[config.mk]
export PLATFORM = sky130hd
export DESIGN_NAME = sswc_capture
export DESIGN_NICKNAME = d
export VERILOG_FILES = /design/src/sswc_pkg.sv /design/src/sswc_lane_qual.sv /design/src/sswc_capture.sv
export SDC_FILE = /design/constraint.sdc
export NUM_CORES = 1
export LEC_CHECK = 0
export BUFFER_PORTS_ARGS = -buffer_cell sky130_fd_sc_hd__buf_2
export CORE_MARGIN = 2
export CORE_UTILIZATION = 25
export DETAILED_ROUTE_END_ITERATION = 12
export PLACE_DENSITY = 0.55
export SETUP_SLACK_MARGIN = 0.5
export SLEW_MARGIN = 0
export SYNTH_ARGS = -nofsm -noshare
export SYNTH_HDL_FRONTEND = slang
export SYNTH_SLANG_ARGS = --single-unit
[constraint.sdc]
create_clock -name clk_i -period 4.4 [get_ports clk_i]
set_input_delay 0.22 -clock clk_i [delete_from_list [all_inputs] [get_ports clk_i]]
set_output_delay 0.22 -clock clk_i [all_outputs]
set_load 0.005 [all_outputs]
[src/sswc_pkg.sv]
// Package for the synchronous SRAM address capture and write qualification block.
// Assumes one rising-edge clock shared with the controller.
package sswc_pkg;
    localparam int SSWC_LANES = 4;
    localparam int SSWC_LANE_BITS = 8;
    localparam int SSWC_ADDR_W = 19;
    localparam int SSWC_BURST_W = 2;
    localparam logic [1:0] SSWC_BURST_RST = 2'h0;
    localparam logic [1:0] SSWC_BURST_STEP = 2'h1;
    typedef enum logic [1:0] {
        SSWC_IDLE = 2'b00,
        SSWC_BURST = 2'b01
    } sswc_state_t;
endpackage

[src/sswc_lane_qual.sv]
// Per-lane write qualification: turns the sampled write controls into lane strobes.
// Assumes inputs are already registered on the shared clock.
`timescale 1ns/1ns
module sswc_lane_qual
    import sswc_pkg::*;
#(
    parameter int LANES = SSWC_LANES
) (
    input wire logic [LANES-1:0] lane_write_sel_n_i,
    input wire logic lane_write_enable_n_i,
    input wire logic all_lanes_write_n_i,
    output logic [LANES-1:0] lane_write_o,
    output logic any_write_o
);
    wire global_write = ~all_lanes_write_n_i;
    wire byte_mode = ~lane_write_enable_n_i;
    genvar g;
    generate
        for (g = 0; g < LANES; g++) begin : g_lane
            assign lane_write_o[g] = global_write | (byte_mode & ~lane_write_sel_n_i[g]);
        end
    endgenerate
    assign any_write_o = |lane_write_o;
endmodule

[src/sswc_capture.sv]
// Address capture, burst counter start and write qualification of a burst SRAM front end.
// Assumes the controller drives all inputs synchronous to clk_i; the pins are
// still passed through two flops as if they arrived from outside the clock domain.
// Functional notes
// - Capture address on strobe with chip selected
// - Load low address bits into counter
// - Lane select needs byte-write enable
// - Global write writes every lane
// - Processor strobe wins when both low
// - Processor strobe ignored when first select high
// - Lane select covers data and parity
// - Advance low increments counter in burst
`timescale 1ns/1ns
module sswc_capture
    import sswc_pkg::*;
#(
    parameter int ADDR_W = SSWC_ADDR_W,
    parameter int LANES = SSWC_LANES,
    parameter int LANE_W = SSWC_LANE_BITS + 1
) (
    input wire logic clk_i,
    input wire logic arst_n_i,
    input wire logic [ADDR_W-1:0] addr_i,
    input wire logic processor_addr_strobe_n_i,
    input wire logic controller_addr_strobe_n_i,
    input wire logic burst_advance_n_i,
    input wire logic chip_sel_first_n_i,
    input wire logic chip_sel_second_i,
    input wire logic chip_sel_third_n_i,
    input wire logic [LANES-1:0] lane_write_sel_n_i,
    input wire logic lane_write_enable_n_i,
    input wire logic all_lanes_write_n_i,
    input wire logic [LANES*LANE_W-1:0] wr_data_i,
    output logic [ADDR_W-1:0] cap_addr_o,
    output logic [SSWC_BURST_W-1:0] burst_pos_o,
    output logic capture_o,
    output logic proc_capture_o,
    output logic burst_active_o,
    output logic [LANES-1:0] lane_write_o,
    output logic write_o,
    output logic read_o,
    output logic [LANES*LANE_W-1:0] wr_data_o,
    output logic [LANES*LANE_W-1:0] wr_mask_o
);
    localparam int CW = 9 + LANES;
    localparam int VW = ADDR_W + LANES * LANE_W;
    logic [CW-1:0] ctl_s1;
    logic [CW-1:0] ctl_s2;
    logic [VW-1:0] val_s1;
    logic [VW-1:0] val_s2;
    wire [CW-1:0] ctl_in = {processor_addr_strobe_n_i, controller_addr_strobe_n_i,
        burst_advance_n_i, chip_sel_first_n_i, chip_sel_second_i, chip_sel_third_n_i,
        lane_write_enable_n_i, all_lanes_write_n_i, 1'b0, lane_write_sel_n_i};

    // Two-flop synchronisers; the first stage feeds only the second
    always_ff @(posedge clk_i or negedge arst_n_i) begin
        if (!arst_n_i) begin
            ctl_s1 <= {CW{1'b1}};
            ctl_s2 <= {CW{1'b1}};
            val_s1 <= '0;
            val_s2 <= '0;
        end else begin
            ctl_s1 <= ctl_in;
            ctl_s2 <= ctl_s1;
            val_s1 <= {addr_i, wr_data_i};
            val_s2 <= val_s1;
        end
    end

    wire s_proc_stb_n = ctl_s2[CW-1];
    wire s_ctrl_stb_n = ctl_s2[CW-2];
    wire s_advance_n = ctl_s2[CW-3];
    wire s_sel_first_n = ctl_s2[CW-4];
    wire s_sel_second = ctl_s2[CW-5];
    wire s_sel_third_n = ctl_s2[CW-6];
    wire s_lane_en_n = ctl_s2[CW-7];
    wire s_all_write_n = ctl_s2[CW-8];
    wire [LANES-1:0] s_bw_n = ctl_s2[LANES-1:0];
    wire [ADDR_W-1:0] s_addr = val_s2[VW-1 -: ADDR_W];
    wire [LANES*LANE_W-1:0] s_data = val_s2[LANES*LANE_W-1:0];

    wire chip_sel = ~s_sel_first_n & s_sel_second & ~s_sel_third_n;
    wire proc_take = ~s_proc_stb_n & ~s_sel_first_n;
    wire proc_cap = proc_take & chip_sel;
    wire ctrl_cap = ~proc_take & ~s_ctrl_stb_n & chip_sel;
    wire cap = proc_cap | ctrl_cap;

    sswc_state_t state;
    sswc_state_t next_state;
    logic [SSWC_BURST_W-1:0] next_burst;
    assign next_state = cap ? SSWC_BURST : state;
    assign next_burst = cap ? s_addr[SSWC_BURST_W-1:0] :
        ((state == SSWC_BURST && !s_advance_n) ? burst_pos_o + SSWC_BURST_STEP : burst_pos_o);

    logic [LANES-1:0] qual;
    logic qual_any;
    sswc_lane_qual #(.LANES(LANES)) u_qual (
        .lane_write_sel_n_i(s_bw_n),
        .lane_write_enable_n_i(s_lane_en_n),
        .all_lanes_write_n_i(s_all_write_n),
        .lane_write_o(qual),
        .any_write_o(qual_any)
    );

    logic [LANES*LANE_W-1:0] next_mask;
    genvar g;
    generate
        for (g = 0; g < LANES; g++) begin : g_mask
            assign next_mask[g*LANE_W +: LANE_W] = {LANE_W{qual[g]}};
        end
    endgenerate

    always_ff @(posedge clk_i or negedge arst_n_i) begin
        if (!arst_n_i) begin
            state <= SSWC_IDLE;
            burst_pos_o <= SSWC_BURST_RST;
            cap_addr_o <= '0;
            capture_o <= 1'b0;
            proc_capture_o <= 1'b0;
        end else begin
            state <= next_state;
            burst_pos_o <= next_burst;
            capture_o <= cap;
            proc_capture_o <= proc_cap;
            if (cap) begin
                cap_addr_o <= s_addr;
            end
        end
    end

    always_ff @(posedge clk_i or negedge arst_n_i) begin
        if (!arst_n_i) begin
            lane_write_o <= '0;
            write_o <= 1'b0;
            read_o <= 1'b0;
            wr_data_o <= '0;
            wr_mask_o <= '0;
        end else begin
            lane_write_o <= qual;
            write_o <= qual_any;
            read_o <= ~qual_any;
            wr_data_o <= s_data;
            wr_mask_o <= next_mask;
        end
    end

    assign burst_active_o = (state == SSWC_BURST);

    // Assertions
    a_capture_cond: assert property (@(posedge clk_i) disable iff (!arst_n_i)
        capture_o |-> $past(chip_sel) && ($past(~s_proc_stb_n) || $past(~s_ctrl_stb_n)))
        else $error("capture without strobe and select");
    a_capture_addr: assert property (@(posedge clk_i) disable iff (!arst_n_i)
        cap |=> cap_addr_o == $past(s_addr))
        else $error("address not captured");
    a_addr_hold: assert property (@(posedge clk_i) disable iff (!arst_n_i)
        !cap |=> $stable(cap_addr_o))
        else $error("address changed without capture");
    a_burst_load: assert property (@(posedge clk_i) disable iff (!arst_n_i)
        cap |=> burst_pos_o == $past(s_addr[SSWC_BURST_W-1:0]))
        else $error("burst start wrong");
    a_byte_qual: assert property (@(posedge clk_i) disable iff (!arst_n_i)
        (s_all_write_n && s_lane_en_n) |=> lane_write_o == '0)
        else $error("lane write without enable");
    a_byte_lanes: assert property (@(posedge clk_i) disable iff (!arst_n_i)
        (s_all_write_n && !s_lane_en_n) |=> lane_write_o == ~$past(s_bw_n))
        else $error("byte write lanes wrong");
    a_global_all: assert property (@(posedge clk_i) disable iff (!arst_n_i)
        !s_all_write_n |=> &lane_write_o)
        else $error("global write missed lanes");
    a_global_write: assert property (@(posedge clk_i) disable iff (!arst_n_i)
        !s_all_write_n |=> write_o && !read_o)
        else $error("global write not flagged");
    a_proc_wins: assert property (@(posedge clk_i) disable iff (!arst_n_i)
        (!s_proc_stb_n && !s_ctrl_stb_n && chip_sel) |=> proc_capture_o)
        else $error("processor strobe lost");
    a_ctrl_only: assert property (@(posedge clk_i) disable iff (!arst_n_i)
        (s_proc_stb_n && !s_ctrl_stb_n && chip_sel) |=> capture_o && !proc_capture_o)
        else $error("controller capture wrong");
    a_first_sel_ignore: assert property (@(posedge clk_i) disable iff (!arst_n_i)
        s_sel_first_n |=> !capture_o)
        else $error("capture while deselected");
    a_parity_mask: assert property (@(posedge clk_i) disable iff (!arst_n_i)
        wr_mask_o[LANE_W-1] == lane_write_o[0])
        else $error("parity mask mismatch");
    // Every lane, parity bit included, follows its own strobe
    generate
        for (g = 0; g < LANES; g++) begin : g_mask_chk
            a_lane_mask: assert property (@(posedge clk_i) disable iff (!arst_n_i)
                wr_mask_o[g*LANE_W +: LANE_W] == {LANE_W{lane_write_o[g]}})
                else $error("lane mask mismatch");
        end
    endgenerate
    a_burst_adv: assert property (@(posedge clk_i) disable iff (!arst_n_i)
        (!cap && burst_active_o && !s_advance_n) |=>
        burst_pos_o == $past(burst_pos_o) + SSWC_BURST_STEP)
        else $error("burst did not advance");
    a_burst_hold: assert property (@(posedge clk_i) disable iff (!arst_n_i)
        (!cap && (!burst_active_o || s_advance_n)) |=> $stable(burst_pos_o))
        else $error("burst moved without advance");
    a_read_idle: assert property (@(posedge clk_i) disable iff (!arst_n_i)
        read_o |-> lane_write_o == '0 && !write_o)
        else $error("read with write");
    a_write_flag: assert property (@(posedge clk_i) disable iff (!arst_n_i)
        write_o == (|lane_write_o))
        else $error("write flag disagrees with lanes");
    c_proc_cap: cover property (@(posedge clk_i) disable iff (!arst_n_i) proc_capture_o);
    c_ctrl_cap: cover property (@(posedge clk_i) disable iff (!arst_n_i)
        capture_o && !proc_capture_o);
    c_global: cover property (@(posedge clk_i) disable iff (!arst_n_i) &lane_write_o);
    c_byte_write: cover property (@(posedge clk_i) disable iff (!arst_n_i)
        write_o && !(&lane_write_o));
    c_advance: cover property (@(posedge clk_i) disable iff (!arst_n_i)
        burst_active_o && !s_advance_n);
endmodule

== Word level (Yosys, flattened, before mapping) ==
Cells that the tools add are included.

* Memories: 0
* Bits in latches: 0
* Flip-flop bits (word level): 230
* Output and inout bits: 102
* Bits in read-only memories: 0
* Memory bits (writable): 0

* Add/subtract/negate cells: 1
* Multiplexer cells: 2
* Order comparisons: 0
* Reductions and logical operators: 4
* Divide/modulo/power cells: 0
* Bitwise gates (word level): 27
* $mul: 0
* Shift operators: 0
* Equality and inequality tests: 0

{| class="wikitable"
|+ Operator list
! kind !! count
|-
| $not A1 Y1 || 12
|-
| $and A1 B1 Y1 || 10
|-
| $or A1 B1 Y1 || 5
|-
| $mux W2 || 2
|-
| $reduce_or A4 Y1 || 1
|-
| $add A2 B1 Y2 const B || 1
|-
| $reduce_bool A2 Y1 || 1
|-
| $logic_and A1 B1 Y1 || 1
|-
| $logic_not A1 Y1 || 1
|}

== Depth between registers and ports, before layout ==
Gate-level depths: netlist of run 1.

* Depth in word-level cells: 7
* Gate-level depth with buffers: 4
* Depth with buffers taken out: 3

== By module ==
A second synthesis of run 1 with hierarchy kept.

* Cell total of the unflattened synthesis: 277
* Area, all modules: 5,750.5 um2

{| class="wikitable"
|+ By module, submodules not included
! module !! cells each !! sequential area each (um2) !! area an instance (um2) !! instances
|-
| sswc_capture || 271 || 5,034.8 || 5,716.7 || 1
|-
| sswc_lane_qual || 6 || 0.0 || 33.8 || 1
|}

== Least setup slack after synthesis of run 1 ==
OpenSTA, ideal clock, no wires.

* Path kind: reg-to-reg
* Start point: reg ctl_s2[8]
* End point: reg cap_addr_o[0]
* Slack: 2,771 ps
* Setup time: 125 ps
* Clock period less this slack: 1,629 ps
* Arrival: 1,504 ps
* Cell stages (with the launch flop): 5
* Cell sequence: dfstp_2 > or3b_1 > a21o_4 > buf_6 > mux2_4

* Longest elaborated chain between the ends: 4
* Elaborated cells on any way between the ends: 5
* Those cells by class: bitwise (5)

{| class="wikitable"
|+ Ends and longest elaborated chain
! element !! line !! text
|-
| start: declaration || sswc_capture.sv:48 || <nowiki>logic [CW-1:0] ctl_s2;</nowiki>
|-
| start signal: assignment || sswc_capture.sv:59 || <nowiki>ctl_s2 <= {CW{1'b1}};</nowiki>
|-
| start signal: assignment || sswc_capture.sv:64 || <nowiki>ctl_s2 <= ctl_s1;</nowiki>
|-
| $and A1 B1 Y1 (*) (2 in series) || sswc_capture.sv:82 || <nowiki>wire chip_sel = ~s_sel_first_n & s_sel_second & ~s_sel_third_n;</nowiki>
|-
| $and A1 B1 Y1 (on tied branches) || sswc_capture.sv:84, sswc_capture.sv:85 ||
|-
| $or A1 B1 Y1 (*) || sswc_capture.sv:86 || <nowiki>wire cap = proc_cap | ctrl_cap;</nowiki>
|-
| end signal: assignment || sswc_capture.sv:126 || <nowiki>cap_addr_o <= s_addr;</nowiki>
|-
| end: declaration || sswc_capture.sv:34 || <nowiki>output logic [ADDR_W-1:0] cap_addr_o,</nowiki>
|}

Every way passes the cells marked *; elsewhere a longest branch is shown, timed or not.
A chain may end at the register's enable or synchronous reset.

== Final worst setup path of run 1 ==
* Start point: reg ctl_s2[8]
* End point: reg cap_addr_o[4]

The elaborated chain is that of the path after synthesis.

==> out/metrics.yaml, run 1 <==
worstSetupStartpointType: "flop"
cts_num_sinks: 200
grt_util_all_layers_pct: 8.711
p_leak_nw: 3.759
finClkSkew_ns: 0.01087
vias: 2808
tightest_slew_ns: 0.8556
syn_area_um2: 5734
drv_cap: 0
synth_nets: 344
yosys.cell_types.count: 16
grt_pass1_wl_um: 15970
dp_hpwl_um: 6481
vdd_drop_max_mv: 0.2381
placementRows: 55
wl_um: 10100
final_util_pct: 35.03
tns_ns: 0
hp-class: "flop to flop"
finalHoldViolations: 0
end_kind: "flop"
routedWlPerCell_um: 12.70
ys_seq_area_share_pct: 87.80
avgViaCountPerCell: 3.532
period_share_pct: 38.50
rsz0062_at_grt: "false"
powerDensity_nw_per_um2: 479.3
die_y_um: 155.5
dieArea_um2: 24160
path_class: "flop to flop"
r2r_end: "cap_addr_o[4]$_DFFE_PN0P_"
hold_start: "val_s1[12]$_DFF_PN0_"
clockRootBuffer: "clkbuf_16"
report.final.slew_viol_count: 0
portBuffers: 170
rrSetupSlack_ns: 2.71
syn_inst: 275
area_delta_synth_final_pct: 37.90
yosys_warnings: 0
die_w_um: 155.5
cts_max_level: 4
path_max_fanout: 23
yosysTopAreaCell: "dfrtp_1"
final_layout_size_suffix_gt1_share_pct: 49.12
pin_count: 171
status: "complete, no violations"
ctsResizeCount: 0
antenna_found_initial: 1
max_freq_mhz: 590.4
drtIter0Drc: 64
critPathLaunch: "ctl_s2[8]$_DFF_PN1_"
drc: 0
fill_cells: 2175
cp.arrival_ns: 1.99
reg2reg_depth: 3
synth_area_leaders: "dfrtp_1 (77%), dfstp_2 (11%), buf_4 (4.7%), mux2_4 (4.7%), mux2_2 (0.59%)"
cts_tree: "yes"
synth.avg_cell_area_um2: 20.85
clock_latency_ns: 0.42
relSlewSlack_pct: 42.96
r2r-start: "ctl_s2[8]$_DFF_PN1_"
cts_buffer_depth: 2
grt_pass1_vias: 3071
synth_top_area_share_pct: 76.81
cts-buffers-inserted: 17
detailed_place.area_um2: 6673
drtPass1Iterations: 3
cp-endpoint: "cap_addr_o[4]$_DFFE_PN0P_"
required_ns: 4.70
nets: 565
initial_core_util_pct: 25.40
min_period_ns: 1.694
core_area_um2: 22570
grt_max_degree: 112
pre_cts_slack_ns: 2.704
setup_violations: 0
gp_congestion: 0.6843
final.setup.worst_slack_ns: 2.706
design_area_um2: 7908
postRouteAntennaNets: 0
clk_pin_slew_worst_paths_ns: 0.07
synth_seq_cells: 200
gr-total-overflow: 0
-- cells by family after synthesis --
| group | Yosys count | synth area share, % |
|---|---|---|
| AO/OA/AOI/OAI | 6 | 0.6981 |
| XOR/XNOR | 2 | 0.3055 |
| multiplexers | 21 | 5.302 |
| flip-flops | 200 | 87.80 |
| buffers and inverters | 40 | 5.237 |
| AND/OR/NAND/NOR | 6 | 0.6545 |
-- worst max-delay path: stages, from the launching register on --
cell and delay [ns]:
dfstp_2 0.51, or3b_1 0.37, a21o_4 0.34, mux2_4 0.34
-- how the worst min path moves through the flow --
stage,cells after the start,end
CTS,0,val_s2[12]$_DFF_PN0_
global route,0,val_s2[12]$_DFF_PN0_
global placement,1,val_s1[8]$_DFF_PN0_
finish,0,val_s2[12]$_DFF_PN0_
detailed placement,1,ctl_s1[11]$_DFF_PN1_
floorplan,0,burst_pos_o[0]$_DFFE_PN0P_
-- power breakdown --
group / leakage, nW / switching (mW) / internal (mW)
registers: 2.31 / 0.0576 / 1.98
clock network: 0.280 / 0.693 / 0.754
logic: 1.17 / 0.123 / 0.187
-- sequential cells by signal, summed over array words and instances (netlist names), 2 cells and up --
name and flops:
lane_write_o 4, burst_pos_o 2, wr_data_o 36, ctl_s1 12, val_s1 55, val_s2 55, ctl_s2 12, cap_addr_o 19
-- synth_stat cells --
library cell    n
nor2_1          1
nor3_1          1
mux2_2          3
a21oi_1         1
nand3b_1        1
xnor2_1         2
dfstp_2        24
a21o_4          1
or3b_1          1
buf_6           2
dfrtp_1       176
buf_4          36
inv_1           2
mux2_4         18
o21ai_0         4
nand2b_1        2
-- repair_timing --
item	4_1_cts	5_1_grt
hold endpoints to repair	165	0
setup buffers	0	0
hold buffers	68	0
-- placed cells by master, fill, tap and decap left out, types with 3 or more instances in the layout --
cell type	n
buf_2	169
clkbuf_16	17
clkinv_4	4
dfrtp_1	176
dfstp_2	24
dlygate4sd3_1	68
inv_4	3
inv_6	3
mux2_2	3
mux2_4	18
o21ai_0	4
-- through the flow --
stage                     cells  power [mW]  hold slack, ns
after CTS                   794       3.868          0.3455
after detailed placement    694       2.340          0.3286
after global placement      694       2.330          0.3281
after global routing        795       3.981          0.3411
after floorplan             275       2.181        -0.07559
final                       795       3.790          0.3431
-- layout make-up --
class,instances,area (um2),share of cell area (%)
antenna,1,2.502,0.03165
clock buffer,18,439.2,5.554
clock inverter,14,112.6,1.424
inverter,2,7.507,0.09494
multi-input combinational,35,399.1,5.047
sequential,200,5035,63.67
tap,285,356.6,4.509
timing repair buffer,240,1555,19.67
-- per-layer routing --
| layer | vias up | global-route usage [%] | part of all wire (%) |
|---|---|---|---|
| li1 | 1286 | - | - |
| met1 | 1409 | 10.51 | 42 |
| met2 | 101 | 13.78 | 49 |
| met3 | 12 | 3.454 | 6.4 |
| met4 | 0 | 3.976 | 2.2 |
| met5 | - | 0 | 0 |
Power figures use the tool's default switching activity.
==> inputs of run 2 (changes only) <==
--- a/config.mk
+++ b/config.mk
@@ -9,7 +9,7 @@
 export CORE_MARGIN = 2
 export CORE_UTILIZATION = 25
 export DETAILED_ROUTE_END_ITERATION = 12
-export PLACE_DENSITY = 0.55
+export PLACE_DENSITY = 0.56
 export SETUP_SLACK_MARGIN = 0.5
 export SLEW_MARGIN = 0
 export SYNTH_ARGS = -nofsm -noshare
==> constraint.sdc (replaced) <==
create_clock -name clk_i -period 1.5 [get_ports clk_i]
set_input_delay 0.075 -clock clk_i [delete_from_list [all_inputs] [get_ports clk_i]]
set_output_delay 0.075 -clock clk_i [all_outputs]
set_load 0.005 [all_outputs]
==> run 2 against run 1 <==
Effect of this change:
- the run now ends with negative setup slack left
- sequential power rose to 2.9 times the previous value
- first-iteration DRC count up 140%
- utilization up 3.1 points
- register-to-register slack worse by 2.9 ns
- clock skew down 0.0021 ns
- maximum frequency up 2.4%
- non-clock buffer count up 34
- flip-flop and latch count unchanged
==> out/metrics.yaml, run 2 (same netlist as run 1, synthesis figures left out) <==
drtPass1Iterations: 4  # was 3
vdd_drop_max_mv: 0.6824  # was 0.2381 mV
relSlewSlack_pct: 69.59  # was 42.96%
clk_pin_slew_worst_paths_ns: 0.07  # about the same
grt_util_all_layers_pct: 9.727  # was 8.711%
final_common_cell: "dfrtp_1"  # unchanged
final_layout_size_suffix_gt1_share_pct: 54.21  # was 49.12%
final.setup.worst_slack_ns: -0.1538  # was 2.706 ns
finClkSkew_ns: 0.008808  # was 0.01087 ns
cts_num_sinks: 200  # unchanged
hold_ws_ns: 0.1772  # was 0.3431 ns
powerDensity_nw_per_um2: 1367  # was 479.3 nW/um2
tns_ns: -2.855  # was 0 ns
portBuffers: 170  # unchanged
detailed_place.area_um2: 6758  # was 6673 um2
worstSetupStartpointType: "flop"  # unchanged
dp_hpwl_um: 6884  # was 6481 um
clock_latency_ns: 0.42  # about the same
rrSetupSlack_ns: -0.15  # was 2.71 ns
cts_tree: "yes"  # unchanged
initial_core_util_pct: 25.40  # unchanged
final_cell_mix: "dfrtp_1 (172), buf_2 (128), dlygate4sd3_1 (68)"  # was dfrtp_1 (176), buf_2 (169), dlygate4sd3_1 (68)
cp.arrival_ns: 1.96  # was 1.99 ns
min_period_ns: 1.654  # was 1.694 ns
placementRows: 55  # unchanged
cp_slowest_stage_delay_ns: 0.52  # was 0.51 ns
routedWlPerCell_um: 13.42  # was 12.70 um
reg2reg_depth: 3  # unchanged
hp-class: "primary input to async pin"  # was flop to flop
clockRootBuffer: "clkbuf_16"  # unchanged
p_leak_nw: 4.067  # was 3.759 nW
vias: 2983  # was 2,808
path_cells: "or3b_4, a21o_4, mux2_4"  # was or3b_1, a21o_4, mux2_4
finalHoldViolations: 0  # unchanged
top_regs: "val_s1: 55 flops, val_s2: 55 flops, wr_data_o: 36 flops"  # unchanged
antenna_found_initial: 2  # was 1
r2r-start: "ctl_s2[8]$_DFF_PN1_"  # unchanged
p_total_mw: 11.76  # was 3.790 mW
design_area_um2: 8606  # was 7908 um2
cts_buffer_depth: 2  # unchanged
setup_violations: 21  # was 0
tightest_slew_ns: 0.4561  # was 0.8556 ns
end_kind: "flop"  # unchanged
violations: "negative setup slack"
gp_congestion: 0.6544  # was 0.6843
die_y_um: 155.5  # unchanged
drv_cap: 0  # unchanged
grt_pass1_wl_um: 17640  # was 15,970 um
placed_cells: 700  # was 694
drc: 0  # unchanged
status: "finished, violations left"  # was complete, no violations
cts_max_level: 4  # unchanged
period_share_pct: 110.3  # was 38.50%
area_delta_synth_final_pct: 50.08  # was 37.90%
pin_count: 171  # unchanged
path_max_fanout: 6  # was 23
postRouteAntennaNets: 0  # unchanged
grt_max_degree: 53  # was 112
critPathLaunch: "ctl_s2[8]$_DFF_PN1_"  # unchanged
dieArea_um2: 24160  # unchanged
cp-endpoint: "cap_addr_o[12]$_DFFE_PN0P_"  # was cap_addr_o[4]$_DFFE_PN0P_
gr-total-overflow: 0  # unchanged
core_area_um2: 22570  # unchanged
final_util_pct: 38.13  # was 35.03%
grt_pass1_vias: 3319  # was 3,071
finalNonFillerCells: 833  # was 795
max_freq_mhz: 604.7  # was 590.4 MHz
required_ns: 1.80  # was 4.70 ns
r2r_end: "cap_addr_o[12]$_DFFE_PN0P_"  # was cap_addr_o[4]$_DFFE_PN0P_
drtIter0Drc: 151  # was 64
rsz0062_at_grt: "true"  # was false
path_class: "flop to flop"  # unchanged
wl_um: 11180  # was 10,100 um
avgViaCountPerCell: 3.581  # was 3.532
report.final.slew_viol_count: 0  # unchanged
slowest_stage: "dfstp_2"  # unchanged
nets: 602  # was 565
pre_cts_slack_ns: -0.2064  # was 2.704 ns
die_w_um: 155.5  # unchanged
cts-buffers-inserted: 17  # unchanged
[run 2: cell types whose count changed in the layout (fill, tap and decap cells not counted), moves of 2 or more]
cell | previous run | this run
clkinv_4 | 4 | 0
o21ai_2 | 0 | 2
dfrtp_2 | 0 | 4
buf_4 | 2 | 25
clkinvlp_4 | 0 | 3
dfrtp_1 | 176 | 172
buf_2 | 169 | 128
buf_12 | 0 | 3
inv_4 | 3 | 0
a21o_4 | 1 | 3
buf_6 | 0 | 49
o21ai_0 | 4 | 2
clkinv_8 | 0 | 4
[run 2: timing repair]
item / CTS / global route
buffers inserted: 21 / 7
gates resized for setup: 65 / 2
hold buffers: 68 / 0
gates cloned: 2 / 1
pin swaps: 2 / 2
setup endpoints to repair: 127 / 127
hold endpoints to repair: 167 / 0
[run 2: area by class of cell]
cell class | count | area (um2)
Sequential cell | 200 | 5040
Timing Repair Buffer | 274 | 2135
Fill cell | 2086 | 13970
Clock buffer | 17 | 425.4
Multi-Input combinational cell | 38 | 456.7
Tap cell | 285 | 356.6
Clock inverter | 15 | 180.2
Antenna cell | 2 | 5.005
Inverter | 2 | 7.507
[run 2: critical path: cells and delay by family (launching register included)]
kind            cells  cell delay (ns)
compound gates      1             0.27
simple gates        1             0.43
flops               1             0.52
mux                 1             0.31
[run 2: power breakdown]
group	internal (mW)	switching (mW)	total [mW]	leakage, nW
clock	2.39	2.14	4.53	0.286
sequential	5.80	0.166	5.96	2.30
combinational	0.827	0.442	1.27	1.48
[run 2: worst min-delay path by stage]
stage / from / end / slack (ns)
3_5_place_dp: arst_n_i / cap_addr_o[12]$_DFFE_PN0P_ / 0.07
5_1_grt: arst_n_i / val_s2[49]$_DFF_PN0_ / 0.21
4_1_cts: arst_n_i / val_s1[52]$_DFF_PN0_ / 0.17
2_1_floorplan: arst_n_i / burst_pos_o[0]$_DFFE_PN0P_ / -0.22
3_3_place_gp: arst_n_i / cap_addr_o[13]$_DFFE_PN0P_ / 0.07
6_report: arst_n_i / val_s1[48]$_DFF_PN0_ / 0.18
[run 2: per-layer routing]
metal,vias up,share of wire (%),global-route usage (%)
li1,1359,-,-
met1,1525,42,11.53
met2,94,51,16.22
met3,5,6.1,3.872
met4,0,0.83,3.145
met5,-,0,0
==> inputs of run 3 (changes only) <==
--- a/config.mk
+++ b/config.mk
@@ -6,7 +6,7 @@
 export NUM_CORES = 1
 export LEC_CHECK = 0
 export BUFFER_PORTS_ARGS = -buffer_cell sky130_fd_sc_hd__buf_2
-export CORE_MARGIN = 2
+export CORE_MARGIN = 5
 export CORE_UTILIZATION = 25
 export DETAILED_ROUTE_END_ITERATION = 12
 export PLACE_DENSITY = 0.56
==> run 3 against run 2 <==
Effect of this change:
- the run still ends with negative setup slack left
- clock power grew 2%
- non-clock buffer count shrank 4
- sequential power is essentially flat
- maximum frequency is essentially flat
- largest power group unchanged
- highest routed layer unchanged
==> out/metrics.yaml, run 3 (same netlist as run 1, synthesis figures left out) <==
placed_cells: 695  # was 700
period_share_pct: 110.2  # was 110.3%
status: "finished, violations left"  # unchanged
violations: "negative setup slack"  # unchanged
antenna_found_initial: 0  # was 2
clk_pin_slew_worst_paths_ns: 0.07  # about the same
critPathLaunch: "ctl_s2[8]$_DFF_PN1_"  # unchanged
rrSetupSlack_ns: -0.15  # about the same
cp_slowest_stage_delay_ns: 0.52  # about the same
report.final.slew_viol_count: 0  # unchanged
final_common_cell: "dfrtp_1"  # unchanged
final_cell_mix: "dfrtp_1 (173), buf_2 (137), dlygate4sd3_1 (68)"  # was dfrtp_1 (172), buf_2 (128), dlygate4sd3_1 (68)
drtIter0Drc: 75  # was 151
cp_num_buf_inv: 0  # unchanged
die_w_um: 161.5  # was 155.5 um
vdd_drop_max_mv: 0.6605  # was 0.6824 mV
finalNonFillerCells: 826  # was 833
area_delta_synth_final_pct: 48.05  # was 50.08%
cts_max_level: 4  # unchanged
drv_cap: 0  # unchanged
worstSetupStartpointType: "flop"  # unchanged
reg2reg_depth: 3  # unchanged
dieArea_um2: 26070  # was 24,160 um2
portBuffers: 170  # unchanged
routedWlPerCell_um: 13.70  # was 13.42 um
hp-class: "primary input to async pin"  # unchanged
nets: 597  # was 602
tightest_slew_ns: 0.3931  # was 0.4561 ns
cp_top_family: "flip-flops"  # unchanged
finClkSkew_ns: 0.005152  # was 0.008808 ns
drtPass1Iterations: 3  # was 4
grt_pass1_vias: 3311  # was 3,319
gp_congestion: 0.6720  # was 0.6544
grt_util_all_layers_pct: 9.003  # was 9.727%
finalHoldViolations: 0  # unchanged
r2r_end: "cap_addr_o[0]$_DFFE_PN0P_"  # was cap_addr_o[12]$_DFFE_PN0P_
setup_violations: 21  # unchanged
die_y_um: 161.5  # was 155.5 um
clockRootBuffer: "clkbuf_16"  # unchanged
wl_um: 11320  # was 11,180 um
vias: 3003  # was 2,983
rsz0062_at_grt: "true"  # unchanged
cp-endpoint: "cap_addr_o[0]$_DFFE_PN0P_"  # was cap_addr_o[12]$_DFFE_PN0P_
grt_pass1_wl_um: 17990  # was 17,640 um
required_ns: 1.80  # about the same
path_cells: "or3b_4, a21o_4, mux2_4"  # unchanged
design_area_um2: 8489  # was 8606 um2
pin_count: 171  # unchanged
postRouteAntennaNets: 0  # unchanged
grt_max_degree: 58  # was 53
cts-buffers-inserted: 17  # unchanged
cts_num_sinks: 200  # unchanged
avgViaCountPerCell: 3.636  # was 3.581
final.setup.worst_slack_ns: -0.1525  # was -0.1538 ns
hold_ws_ns: 0.1880  # was 0.1772 ns
placementRows: 55  # unchanged
diodes: 0  # was 2
path_class: "flop to flop"  # unchanged
clock_latency_ns: 0.42  # about the same
core_area_um2: 22640  # was 22,570 um2
final_layout_size_suffix_gt1_share_pct: 53.05  # was 54.21%
slowest_stage: "dfstp_2"  # unchanged
relSlewSlack_pct: 73.79  # was 69.59%
cp_num_cells: 3  # unchanged
r2r-start: "ctl_s2[8]$_DFF_PN1_"  # unchanged
detailed_place.area_um2: 6720  # was 6758 um2
max_freq_mhz: 605.2  # was 604.7 MHz
top_regs: "val_s1: 55 flops, val_s2: 55 flops, wr_data_o: 36 flops"  # unchanged
drc: 0  # unchanged
gr-total-overflow: 0  # unchanged
cts_buffer_depth: 2  # unchanged
cts_tree: "yes"  # unchanged
path_max_fanout: 11  # was 6
end_kind: "flop"  # unchanged
initial_core_util_pct: 25.33  # was 25.40%
cp.arrival_ns: 1.96  # about the same
p_leak_nw: 4.031  # was 4.067 nW
final_util_pct: 37.50  # was 38.13%
dp_hpwl_um: 6913  # was 6884 um
powerDensity_nw_per_um2: 1395  # was 1367 nW/um2
min_period_ns: 1.652  # was 1.654 ns
[run 3: repair_timing]
action	CTS	global route
cloned	2	0
setup buffers	23	6
setup endpoints to repair	125	127
gates resized for setup	49	2
endpoints found under the hold margin	243	0
hold buffers	68	0
pin swaps	2	1
[run 3: worst reg2reg max path, stage by stage, from the launching register on]
cell and delay [ns]:
dfstp_2 0.52, or3b_4 0.43, a21o_4 0.29, mux2_4 0.31
[run 3: metal layers]
layer	global-route usage (%)	wire length (um)
met5	0	0
met1	10.79	4661
met3	3.853	991
met4	3.373	157
met2	14.48	5504
[run 3: power breakdown]
group          internal, mW  leakage [nW]  switching (mW)
logic                 0.814          1.43           0.436
registers              5.80          2.30           0.165
clock network          2.57         0.297            2.06
[run 3: layout make-up]
type                       instances  area [um2]
sequential                       200        5039
clock inverter                    12       156.4
fill                            2077       14150
tap                              285       356.6
clock buffer                      20       446.7
timing repair buffer             270        2041
inverter                           2       7.507
multi-input combinational         37       442.9
[run 3: stage by stage]
stage	power (mW)	worst slack [ns]	TNS, ns
after floorplan	6.400	-0.1279	-2.300
after global placement	6.850	-0.1853	-3.799
after detailed placement	6.882	-0.2133	-4.320
after CTS	12.06	-0.1664	-3.270
after global routing	12.45	-0.1916	-3.748
final	11.84	-0.1525	-2.934
[run 3: how the worst min path moves through the flow]
stage / cells after the start / to
2_1_floorplan: 0 / burst_pos_o[0]$_DFFE_PN0P_
3_3_place_gp: 1 / val_s1[20]$_DFF_PN0_
3_5_place_dp: 1 / val_s1[20]$_DFF_PN0_
4_1_cts: 2 / val_s2[22]$_DFF_PN0_
5_1_grt: 2 / val_s2[34]$_DFF_PN0_
6_report: 2 / val_s1[22]$_DFF_PN0_
